`src/pkg/drive_opt_pkg.sv`:
```
package drive_opt_pkg;

  // Register map of the plain register port.
  localparam int unsigned ADDR_W = 8;
  localparam int unsigned DATA_W = 32;
  localparam logic [7:0] CONFIG_OFS = 8'h00;
  localparam logic [7:0] STATUS_OFS = 8'h04;
  localparam logic [7:0] TRACK_OFS = 8'h08;

  // Status register field positions.
  localparam int unsigned ST_SEL_BIT = 0;
  localparam int unsigned ST_PEND_BIT = 1;
  localparam int unsigned ST_LATCH_BIT = 2;
  localparam int unsigned ST_LOAD_OK_BIT = 3;
  localparam int unsigned ST_SEL_OK_BIT = 4;
  localparam int unsigned ST_MECH_LSB = 8;
  localparam int unsigned ST_PINS_LSB = 20;

  // Track geometry and current or filter bands.
  localparam int unsigned TRACK_W = 7;
  localparam logic [6:0] LAST_TRACK = 7'h4c;
  localparam logic [6:0] LOW_CUR_FIRST = 7'h2b;
  localparam logic [6:0] FILTER_FIRST = 7'h3c;

  // Settle times seen by the controller and their cycle counts at the core clock.
  localparam int unsigned CLK_HZ = 10000000;
  localparam int unsigned LOAD_SETTLE_MS = 50;
  localparam int unsigned SEL_SETTLE_MS = 15;
  localparam int unsigned LOAD_SETTLE_CYC = LOAD_SETTLE_MS * (CLK_HZ / 1000);
  localparam int unsigned SEL_SETTLE_CYC = SEL_SETTLE_MS * (CLK_HZ / 1000);
  localparam int unsigned SETTLE_W = 20;

  typedef struct packed {
    logic [1:0] drive_addr;
    logic sel_no_load;
    logic stepper_on_select;
    logic load_no_select;
    logic per_drive_ready_option;
    logic per_drive_pulse_option;
    logic activity_circuit_node;
    logic protect_report_strap;
    logic media_swap_flag_option;
    logic side_by_direction_strap;
    logic side_by_select_strap;
    logic door_latch_option;
    logic double_sided_status_option;
    logic current_sw_grounded;
    logic spare;
  } option_cfg_t;

  localparam int unsigned CFG_W = 16;
  localparam option_cfg_t CFG_DEFAULT = 16'h0008;

  typedef struct packed {
    logic [3:0] drive_sel_n;
    logic head_load_n;
    logic in_use_n;
    logic direction_n;
    logic step_n;
    logic write_gate_n;
    logic side_sel_n;
    logic write_current_level_input;
  } host_in_t;

  typedef struct packed {
    logic door_closed;
    logic ready;
    logic index;
    logic sector;
    logic protect;
    logic two_sided;
    logic track0;
  } media_in_t;

  typedef struct packed {
    logic ready_n;
    logic index_n;
    logic sector_n;
    logic radial_ready_n;
    logic radial_index_n;
    logic radial_sector_n;
    logic protect_n;
    logic change_n;
    logic two_sided_n;
    logic track0_n;
  } host_out_t;

  localparam int unsigned PINS_W = 10;
  localparam host_out_t PINS_IDLE = 10'h3ff;

  typedef struct packed {
    logic head_load;
    logic stepper_en;
    logic step;
    logic step_in;
    logic side;
    logic write_en;
    logic low_current;
    logic read_filter;
    logic lamp;
    logic door_lock;
  } mech_out_t;

  localparam int unsigned MECH_W = 10;

endpackage
```
`src/design/drive_option_logic.sv`:
```
// Summary of operation
// - Standard setup: select loads heads and powers the stepper.
// - Select-without-load: select alone keeps heads up; head load loads and powers stepper.
// - Stepper-on-select: selected drive steps with heads up or door open.
// - Standard setup: steps honoured only with door closed and heads loaded.
// - Load-without-select: selected only with drive select and head load both active.
// - Radial ready: ready shown on its own line at all times.
// - Radial index/sector: pulses shown on own lines regardless of select.
// - Low activity-hold input lights the lamp and locks the door.
// - Lamp is activity-hold OR select OR head load; lock is the lamp OR the door latch.
// - Default: a protected diskette blocks writing.
// - Report option: protected diskette no longer blocks, but is still reported.
// - Change option: change output low on select after ready fell while deselected.
// - Change output clears on select release once the drive is ready again.
// - Direction side mode: direction steers stepping and picks the side for read/write.
// - Select side mode: lines 1,2 are sides 0,1 of drive one; 3,4 of two.
// - Door latch: select with activity-hold sets latch; without it clears latch.
// - Two-sided status true for two-sided media, false for single-sided.
// - Writing with current switch low picks low write current on tracks 43 to 76.
// - Current switch means write current when writing, read filter when reading.
// - Current switch strapped to ground always gives the low write current.
// - Reading with current switch low filters read data on tracks 60 to 76.
module drive_option_logic #(
  parameter int unsigned LOAD_SETTLE_CYCLES = drive_opt_pkg::LOAD_SETTLE_CYC,
  parameter int unsigned SEL_SETTLE_CYCLES = drive_opt_pkg::SEL_SETTLE_CYC
) (
  input wire logic clk, // Core clock, 10 MHz.
  input wire logic rst_n, // Synchronous reset, active low.
  input wire logic ce, // Clock enable; low freezes all state.
  input wire drive_opt_pkg::option_cfg_t straps, // Option straps.
  input wire drive_opt_pkg::host_in_t host_in, // Controller cable inputs.
  input wire drive_opt_pkg::media_in_t media_in, // Drive sensors.
  input wire logic [7:0] addr, // Register byte address.
  input wire logic [31:0] wdata, // Register write data.
  input wire logic wr, // Register write strobe.
  input wire logic rd, // Register read strobe.
  output logic [31:0] rdata, // Read data, valid the cycle after rd.
  output drive_opt_pkg::host_out_t host_out, // Controller cable outputs.
  output drive_opt_pkg::mech_out_t mech_out // Mechanism drives.
);

  typedef struct packed {
    drive_opt_pkg::option_cfg_t cfg;
    logic captured;
    logic sel_q;
    logic step_q;
    logic ready_q;
    logic pending;
    logic lock_latch;
    logic [19:0] load_cnt;
    logic [19:0] sel_cnt;
    drive_opt_pkg::host_out_t pins;
    drive_opt_pkg::mech_out_t mech;
    logic [31:0] rdata;
  } state_t;

  localparam logic [19:0] LOAD_SETTLE = 20'(LOAD_SETTLE_CYCLES);
  localparam logic [19:0] SEL_SETTLE = 20'(SEL_SETTLE_CYCLES);

  state_t s_reg;
  state_t s_next;
  logic [6:0] track;

  // The counter moves on the edge that ends the step pulse.
  track_counter u_track (
    .clk(clk),
    .rst_n(rst_n),
    .ce(ce),
    .step(s_reg.mech.step),
    .step_in(s_reg.mech.step_in),
    .at_zero(media_in.track0),
    .track(track)
  );

  always_comb begin
    drive_opt_pkg::option_cfg_t c;
    logic hl;
    logic iu;
    logic sel_line;
    logic side_line;
    logic sel;
    logic load;
    logic stepper;
    logic seek_ok;
    logic step_edge;
    logic sel_rise;
    logic sel_fall;
    logic ready_fall;
    logic cs_low;
    logic band_low;
    logic band_filt;
    logic wen;
    logic reading;
    logic lamp;
    logic [31:0] rd_val;
    // Every local starts defined, so no path leaves a latch.
    c = s_reg.cfg;
    s_next = s_reg;
    sel_line = 1'b0;
    side_line = 1'b0;
    sel = 1'b0;
    load = 1'b0;
    stepper = 1'b0;
    seek_ok = 1'b0;
    step_edge = 1'b0;
    sel_rise = 1'b0;
    sel_fall = 1'b0;
    ready_fall = 1'b0;
    cs_low = 1'b0;
    band_low = 1'b0;
    band_filt = 1'b0;
    wen = 1'b0;
    reading = 1'b0;
    lamp = 1'b0;
    rd_val = '0;

    // Cable lines are active low; work active high from here.
    hl = !host_in.head_load_n;
    // Activity hold counts only when wired to the lamp circuit.
    iu = c.activity_circuit_node && !host_in.in_use_n;

    // Which select line addresses this drive.
    // In select side mode a unit answers to a pair of lines.
    if (c.side_by_select_strap) begin
      sel_line = !host_in.drive_sel_n[{c.drive_addr[1], 1'b0}] ||
                 !host_in.drive_sel_n[{c.drive_addr[1], 1'b1}];
      side_line = !host_in.drive_sel_n[{c.drive_addr[1], 1'b1}];
    end else begin
      sel_line = !host_in.drive_sel_n[c.drive_addr];
      side_line = 1'b0;
    end

    // With load-without-select a lone select line does not count.
    if (c.load_no_select) begin
      sel = sel_line && hl;
    end else begin
      sel = sel_line;
    end
    // Head load and stepper power per option.
    if (c.load_no_select) begin
      load = hl;
      stepper = sel;
    end else if (c.sel_no_load) begin
      load = sel && hl;
      stepper = sel && hl;
    end else if (c.stepper_on_select) begin
      load = sel && hl;
      stepper = sel;
    end else begin
      load = sel;
      stepper = sel;
    end
    // Seeks need a shut door and loaded heads unless the option lifts both.
    if (c.stepper_on_select) begin
      seek_ok = stepper;
    end else begin
      seek_ok = stepper && media_in.door_closed && load;
    end

    // The step history resets high, the idle pin level, so reset gives no step.
    // Edges compare against the previous enabled cycle.
    step_edge = s_reg.step_q && !host_in.step_n;
    sel_rise = sel && !s_reg.sel_q;
    sel_fall = !sel && s_reg.sel_q;
    ready_fall = s_reg.ready_q && !media_in.ready;
    s_next.step_q = host_in.step_n;
    s_next.sel_q = sel;
    s_next.ready_q = media_in.ready;

    // Settle timers give software a view of the controller's waits.
    // The load timer restarts when the heads lift and stops at its limit.
    if (!load) begin
      s_next.load_cnt = '0;
    end else if (s_reg.load_cnt != LOAD_SETTLE) begin
      s_next.load_cnt = s_reg.load_cnt + 20'h00001;
    end

    // The select timer runs only while selected with heads loaded.
    if (!sel || !load) begin
      s_next.sel_cnt = '0;
    end else if (s_reg.sel_cnt != SEL_SETTLE) begin
      s_next.sel_cnt = s_reg.sel_cnt + 20'h00001;
    end

    // Write path with protect handling.
    if (c.protect_report_strap) begin
      wen = sel && load && !host_in.write_gate_n;
    end else begin
      wen = sel && load && !host_in.write_gate_n && !media_in.protect;
    end

    // A loaded, selected drive with the gate off is reading.
    reading = sel && load && host_in.write_gate_n;
    // A grounded current switch reads as always active.
    cs_low = c.current_sw_grounded || !host_in.write_current_level_input;
    // The bands use the track that stands now.
    band_low = track >= drive_opt_pkg::LOW_CUR_FIRST &&
               track <= drive_opt_pkg::LAST_TRACK;
    band_filt = track >= drive_opt_pkg::FILTER_FIRST &&
                track <= drive_opt_pkg::LAST_TRACK;

    // Door latch follows activity-hold at each select.
    // Without the hold input wired in, the latch stays clear.
    if (!(c.door_latch_option && c.activity_circuit_node)) begin
      s_next.lock_latch = 1'b0;
    end else if (sel_rise) begin
      s_next.lock_latch = iu;
    end

    // The lamp follows the cable lines, not the head state.
    lamp = iu || sel || hl;

    // Media change flag; a fall in the deselect cycle is kept, set wins.
    s_next.pins.change_n = s_reg.pins.change_n;
    if (!c.media_swap_flag_option) begin
      s_next.pending = 1'b0;
      s_next.pins.change_n = 1'b1;
    end else begin
      // Selecting with a pending flag shows the change line.
      if (sel_rise && s_reg.pending) begin
        s_next.pins.change_n = 1'b0;
        s_next.pending = 1'b0;
      end
      // Only a fall seen while deselected arms the flag.
      if (ready_fall && !sel) begin
        s_next.pending = 1'b1;
      end
      // Release with the drive ready again drops the line.
      if (sel_fall && media_in.ready) begin
        s_next.pins.change_n = 1'b1;
      end
    end

    // Side choice.
    if (c.side_by_select_strap) begin
      s_next.mech.side = side_line;
    end else if (c.side_by_direction_strap) begin
      // The side holds through a step so the pulse cannot flip it.
      if (!step_edge) begin
        s_next.mech.side = !host_in.direction_n;
      end
    end else begin
      s_next.mech.side = !host_in.side_sel_n;
    end

    s_next.mech.head_load = load;
    s_next.mech.stepper_en = stepper;
    s_next.mech.step = step_edge && seek_ok;
    s_next.mech.step_in = !host_in.direction_n;
    s_next.mech.write_en = wen;
    // Low current is banded unless the switch is grounded.
    s_next.mech.low_current = wen &&
      (c.current_sw_grounded || (cs_low && band_low));
    s_next.mech.read_filter = reading && cs_low && band_filt;
    s_next.mech.lamp = lamp;
    // The latch keeps the door locked after the lamp is out.
    s_next.mech.door_lock = lamp || s_reg.lock_latch;


    // Shared lines answer only while selected.
    s_next.pins.ready_n = !(sel && media_in.ready);
    s_next.pins.index_n = !(sel && media_in.index);
    s_next.pins.sector_n = !(sel && media_in.sector);
    s_next.pins.radial_ready_n = !(c.per_drive_ready_option && media_in.ready);
    s_next.pins.radial_index_n = !(c.per_drive_pulse_option && media_in.index);
    s_next.pins.radial_sector_n = !(c.per_drive_pulse_option && media_in.sector);

    // Protect is reported when selected, in every write mode.
    s_next.pins.protect_n = !(sel && media_in.protect);
    s_next.pins.two_sided_n = !(c.double_sided_status_option && sel &&
                                media_in.two_sided);
    s_next.pins.track0_n = !(sel && media_in.track0);

    // Register port.
    rd_val = '0;
    unique case (addr)
      drive_opt_pkg::CONFIG_OFS: begin
        rd_val[drive_opt_pkg::CFG_W-1:0] = s_reg.cfg;
      end

      drive_opt_pkg::STATUS_OFS: begin
        rd_val[drive_opt_pkg::ST_SEL_BIT] = s_reg.sel_q;
        rd_val[drive_opt_pkg::ST_PEND_BIT] = s_reg.pending;
        rd_val[drive_opt_pkg::ST_LATCH_BIT] = s_reg.lock_latch;
        rd_val[drive_opt_pkg::ST_LOAD_OK_BIT] = s_reg.load_cnt == LOAD_SETTLE;
        rd_val[drive_opt_pkg::ST_SEL_OK_BIT] = s_reg.sel_cnt == SEL_SETTLE;
        rd_val[drive_opt_pkg::ST_MECH_LSB +: drive_opt_pkg::MECH_W] = s_reg.mech;
        rd_val[drive_opt_pkg::ST_PINS_LSB +: drive_opt_pkg::PINS_W] = s_reg.pins;
      end

      drive_opt_pkg::TRACK_OFS: begin
        rd_val[drive_opt_pkg::TRACK_W-1:0] = track;
      end

      // Unmapped offsets read as zero.
      default: begin
        rd_val = '0;
      end
    endcase
    // Read data stand for one cycle and are zero otherwise.
    if (rd) begin
      s_next.rdata = rd_val;
    end else begin
      s_next.rdata = 32'h0000_0000;
    end

    // Straps are taken on the first enabled edge after reset release.
    if (!s_reg.captured) begin
      s_next.cfg = straps;
      s_next.captured = 1'b1;
    end
    // A software write beats the straps, even in the capture cycle.
    if (wr && addr == drive_opt_pkg::CONFIG_OFS) begin
      s_next.cfg = wdata[drive_opt_pkg::CFG_W-1:0];
    end
  end

  // Reset acts on any edge, whatever the clock enable.
  always_ff @(posedge clk) begin
    if (!rst_n) begin
      s_reg <= '0;
      s_reg.cfg <= drive_opt_pkg::CFG_DEFAULT;
      s_reg.sel_q <= 1'b0;
      s_reg.step_q <= 1'b1;
      s_reg.pins <= drive_opt_pkg::PINS_IDLE;
    end else if (ce) begin
      s_reg <= s_next;
    end
  end

  // Outputs come straight from the state register.
  assign rdata = s_reg.rdata;
  assign host_out = s_reg.pins;
  assign mech_out = s_reg.mech;

endmodule // drive_option_logic

```
`src/design/track_counter.sv`:
```
module track_counter (
  input wire logic clk, // Core clock.
  input wire logic rst_n, // Synchronous reset, active low.
  input wire logic ce, // Clock enable.
  input wire logic step, // One accepted step.
  input wire logic step_in, // Step toward the spindle.
  input wire logic at_zero, // Track zero sensor.
  output logic [6:0] track // Current head track.
);

  typedef struct packed {
    logic [6:0] track;
  } trk_state_t;

  trk_state_t s_reg;
  trk_state_t s_next;

  always_comb begin
    s_next = s_reg;
    if (step) begin
      if (step_in && s_reg.track != drive_opt_pkg::LAST_TRACK) begin
        s_next.track = s_reg.track + 7'h01;
      end else if (!step_in && s_reg.track != 7'h00) begin
        s_next.track = s_reg.track - 7'h01;
      end
    end
    // The sensor wins so a recalibrate always lands on zero.
    if (at_zero) begin
      s_next.track = 7'h00;
    end
  end

  always_ff @(posedge clk) begin
    if (!rst_n) begin
      s_reg <= '0;
    end else if (ce) begin
      s_reg <= s_next;
    end
  end

  assign track = s_reg.track;

endmodule // track_counter

```
`config.mk`:
```
export PLATFORM = sky130hd
export DESIGN_NAME = drive_option_logic
export DESIGN_NICKNAME = d
export VERILOG_FILES = /design/src/pkg/drive_opt_pkg.sv /design/src/design/drive_option_logic.sv /design/src/design/track_counter.sv
export SDC_FILE = /design/constraint.sdc
export NUM_CORES = 1
export LEC_CHECK = 0
export ABC_AREA = 1
export BUFFER_PORTS_ARGS = -buffer_cell sky130_fd_sc_hd__buf_4
export CORE_UTILIZATION = 58
export CTS_CLUSTER_SIZE = 8
export DETAILED_ROUTE_END_ITERATION = 16
export PLACE_DENSITY = 0.84
export RECOVER_POWER = 50
export SYNTH_ARGS = -nofsm -noshare
export SYNTH_HDL_FRONTEND = slang
export SYNTH_SLANG_ARGS = --single-unit
```
`constraint.sdc`:
```
create_clock -name clk -period 3.25 [get_ports clk]
set_input_delay 0.325 -clock clk [delete_from_list [all_inputs] [get_ports clk]]
set_output_delay 0.325 -clock clk [all_outputs]
set_load 0.005 [all_outputs]
```
**Word-level counts from Yosys, hierarchy flattened**

Index checks and enable logic that the tools add are counted.
Widths: inputs -> output; s select.

- Bits of input ports: 79
- Register bits after elaboration: 121
- Output and inout bits: 52
- Logic and storage cells: 192

- Add/subtract/negate cells: 4
- Equal/unequal tests: 13
- Reduce and logical (&&, ||, !) cells: 82
- Muxes and demuxes: 42
- Magnitude comparators: 6

Operators with widths:

| kind | count |
|---|---|
| $mux 20 | 4 |
| $add 20x1->20 const B | 2 |
| $logic_and 1x1->1 | 37 |
| $mux 30 | 1 |
| $mux 7 | 4 |
| $logic_not 1->1 | 25 |
| $mux 1 | 25 |
| $eq 20x18->1 const B | 1 |
| $eq 20x19->1 const B | 1 |
| $ne 20x18->1 const B | 1 |
| $ne 20x19->1 const B | 1 |
| $mux 17 | 1 |
| $mux 16 | 1 |
| $pmux 8 s2 | 1 |
| $pmux 5 s3 | 1 |
| $ge 7x6->1 const B | 2 |
| $reduce_and 2->1 | 7 |
| $mux 10 | 1 |
| $lt 2x3->1 const B | 3 |
| $eq 8x3->1 const B | 1 |
| $eq 8x4->1 const B | 1 |
| $logic_not 8->1 | 1 |
| $add 7x1->7 const B | 1 |
| $le 7x7->1 const B | 1 |
| 14 further kinds | 23 |

**Depth between registers and ports, before layout**

- Depth after elaboration: 16
- Gate-level depth with buffers: 17
- Depth with buffers taken out: 17

**Hierarchy**

A second synthesis with hierarchy kept.

- Cell total of the unflattened synthesis: 1064
- Area total of the unflattened synthesis: 7004.2 sq um

Modules (own cells, without submodules):

| module | times used | sequential area each (sq um) | cells each | area an instance (sq um) |
|---|---|---|---|---|
| drive_option_logic | 1 | 2202.1 | 948 | 6284.8 |
| track_counter | 1 | 140.1 | 116 | 719.4 |

**Worst setup path after synthesis**

Ideal clock, no wire load.

- Kind: reg2reg
- Start: reg u_track.s_reg (netlist bit u_track.track[5])
- End: reg u_track.s_reg (netlist bit u_track.track[4])
- Library setup time: 0.132 ns
- Cell stages (with the launch flop): 14
- Data required time: 3.118 ns
- Path slack: 1.302 ns
- Arrival time: 1.816 ns
- Period minus slack after synthesis: 1.948 ns
- Buffers on the path: 0
- Cells stage by stage: dfxtp_1 > inv_1 > nand2_1 > nor2_1 > nand2_1 > inv_1 > nor2_1 > inv_1 > ha_1 > a21oi_1 > nand2_1 > or2_2 > nand3_1 > a21oi_1

- Word-level cells in the longest chain between the ends: 5
- Elaborated cells between the ends (all ways): 9
- Classes of those cells: 1 x eq/ne; 3 x mux; 5 x reduce/logical

RTL lines:

| what | RTL line | RTL |
|---|---|---|
| start, declared | track_counter.sv:15 | `trk_state_t s_reg;` |
| start signal, assigned | track_counter.sv:37 | `s_reg <= s_next;` |
| $ne 7x7->1 | track_counter.sv:21 | `if (step_in && s_reg.track != drive_opt_pkg::LAST_TRACK) begin` |
| $logic_and 1x1->1 | track_counter.sv:21 |  |
| $mux 7 | track_counter.sv:21 |  |
| $mux 7 | track_counter.sv:20 | `if (step) begin` |
| $mux 7 | track_counter.sv:28 | `if (at_zero) begin` |

Parallel ways exist; a longest one is shown, timed or not. The select of a mux whose other input is x is not followed.
A chain may end at the register's enable or synchronous reset.

==> results.toml <==
[sta]
fin_tns_setup_ps = 0
period_needed_ps = 2380
hold_slack_ps = 36.3
rsz0062_at_grt = "no"
fin_worst_skew_ps = 6.94
tightest_slew_ps = 1330
slew_violations = 0
setup_viol = 0
max_freq_ghz = 0.420
finalHoldViolCount = 0
min_period_over_period = 0.733
slew_headroom = 0.112

[yosys]
ys_top_cells_by_area = "dfxtp_1 (36%), nand2_1 (13%), nand3_1 (6.9%)"
synth_seq_area_share = 0.362
synth_top_area_frac = 0.362
synth_compound_area_frac = 0.156
syn_area_sq_um = 6480
ys.flop_type = "dfxtp_1"
avgSynthCellArea_sq_um = 6.84
synth_top_family_by_area = "simple AND/OR/NAND/NOR gates"
synth_xor_area_frac = 0.0243
synth-seq-cells = 117
synthArstFlopShare = 0
muxShareOfSynthArea = 0.00155
synth.most_common_cell = "nand2_1"
yosys.area_share.simple = 0.298
yosys.area.top_type = "dfxtp_1"
synthCells = 947
ys_types = 48
yosys.area_share.adder = 0.0174
synth_edf_count = 0
yosys_warnings = 0
synth_common_cells = "nand2_1 (222), dfxtp_1 (117), nand3_1 (89)"

[clock_tree]
clkTransAtPathRegs_ps = 60
cts_max_path_buffers = 2
clock_latency_ps = 530
cts_buffers = 17
cts_tree = "yes"
post_cts_resized = 0
cts-root-buf = "clkbuf_8"
htree_num_levels = 4
cts_sinks = 117

[pwr]
pwr-share-seq = 0.410
p_switching_w = 0.000986
p_leak_nw = 2.95
switching_share = 0.267
power.internal_w = 0.00271
comb_power_share = 0.092
p_per_area_nw_per_um2 = 493
p_clk_frac = 0.499
vdd_drop_max_v = 0.000409

[die]
die_h_um = 108
initial_core_util = 0.598
fp-row-count = 38
dieArea_sq_um = 11600
die_w_um = 108
core_sq_um = 10800
ios = 131

[placed_design]
place_hpwl_um = 11600
port_buffers = 110
gp_congestion = 0.949

[hold_path]
min_path_type = "in2reg"

[global_routing]
grt_max_degree = 35
grt_pass1_wl_um = 27700
use_met2 = 0.503
grt_usage = 0.305
overflow = 0
met3_usage = 0.0751
grt_pass1_vias = 5726
gr-usage-met1 = 0.382
grt_most_used_layer = "met2"
antenna_found_initial = 0

[drt]
drt-pass1-iter-count = 7
drc = 0
routed_wl_um = 16800
routedWlPerCell_um = 14.6
num_vias = 6450
routed_via_density = 5.61
antenna_left = 0
drtIter0Drc = 631

[layout]
drive_gt1_frac = 0.150
nets = 1084
syn2layout_area_growth_pct = 15.7
fillCellCount = 928
fin_util = 0.691
num_antenna_cells = 0
largest_register_ffs = 62

[critical_path]
worstSetupEndpointType = "flip-flop"
path_max_fanout = 34
arrival_ps = 2820
worstSetupStartpointType = "primary input"
critPathKind = "in2reg"
cp.required_ps = 3690

[run]
maxCapViolCount = 0

[outcome]
status = "completed"
## placed cells by master, fill, tap and decap left out, drive strengths merged, types with 24 or more instances in the layout
cell	Yosys	final
nand2	227	227
dfxtp	117	117
nand3	90	90
inv	81	89
nor2	86	86
a21oi	77	77
clkbuf	19	69
buf	70	63
o21ai	40	40
a31oi	24	24
## critical path: stages
cell and delay [ps]:
clkbuf_2 440, inv_1 550, clkbuf_1 1020, a22oi_1 250
nor2_1 190
## what timing repair did
| item | in CTS | in global routing |
|---|---|---|
| hold endpoints to repair | 1 | 0 |
| buffers inserted | 0 | 0 |
| hold buffers | 1 | 0 |
## through the flow
stage / cells / setup slack [ps] / total power (W) / area (sq um)
final: 1149 / 868 / 0.00370 / 7500
after global routing: 1149 / 669 / 0.00382 / 7500
after CTS: 1149 / 1040 / 0.00371 / 7540
after detailed placement: 1116 / 902 / 0.00188 / 6950
after global placement: 1116 / 958 / 0.00188 / 6950
after floorplan: 950 / 1300 / 0.00176 / 6490
## power groups by stage
stage,clock [W],sequential (W),combinational [W]
after detailed placement,0,0.00154,0.000337
after global routing,0.00192,0.00152,0.000379
after global placement,0,0.00154,0.000331
after floorplan,0,0.00153,0.000235
after CTS,0.00186,0.00151,0.000341
final,0.00184,0.00152,0.000338
## final timing paths
kind,cells past startpoint,from,end,slack (ps)
setup reg to reg,13,u_track.track[5]$_SDFFE_PN0P_,u_track.track[4]$_SDFFE_PN0P_,970
hold reg to reg,2,rdata[26]$_SDFFE_PN0P_,rdata[26]$_SDFFE_PN0P_,460
setup / recovery,5,ce,rdata[8]$_SDFFE_PN0P_,870
hold / removal,3,host_in[3],s_reg[95]$_SDFFE_PN1P_,40
## final cells by class
cell class	count	area, sq um	share of cell area
multi-input cells	657	3230	0.431
flip-flops and latches	117	2340	0.312
clock inverters	15	169	0.0225
inverters	87	332	0.0442
clock buffers	17	414	0.0552
well taps	140	175	0.0234
repair buffers	116	830	0.111
## routing by layer
layer,share of wire,vias up
li1,-,3199
met1,0.42,2951
met2,0.49,258
met3,0.067,42
met4,0.022,0
met5,0,-
## logic make-up after synthesis
kind of cell               count (synthesis)
and+or+nand+nor                          449
AOI/OAI and AO/OA                        176
buffers and inverters                    176
DFF                                      117
xor gates and xnor gates                  18
adders and majority gates                  9
other                                      1
muxes                                      1
No activity file was read; power rests on OpenSTA's default activity.
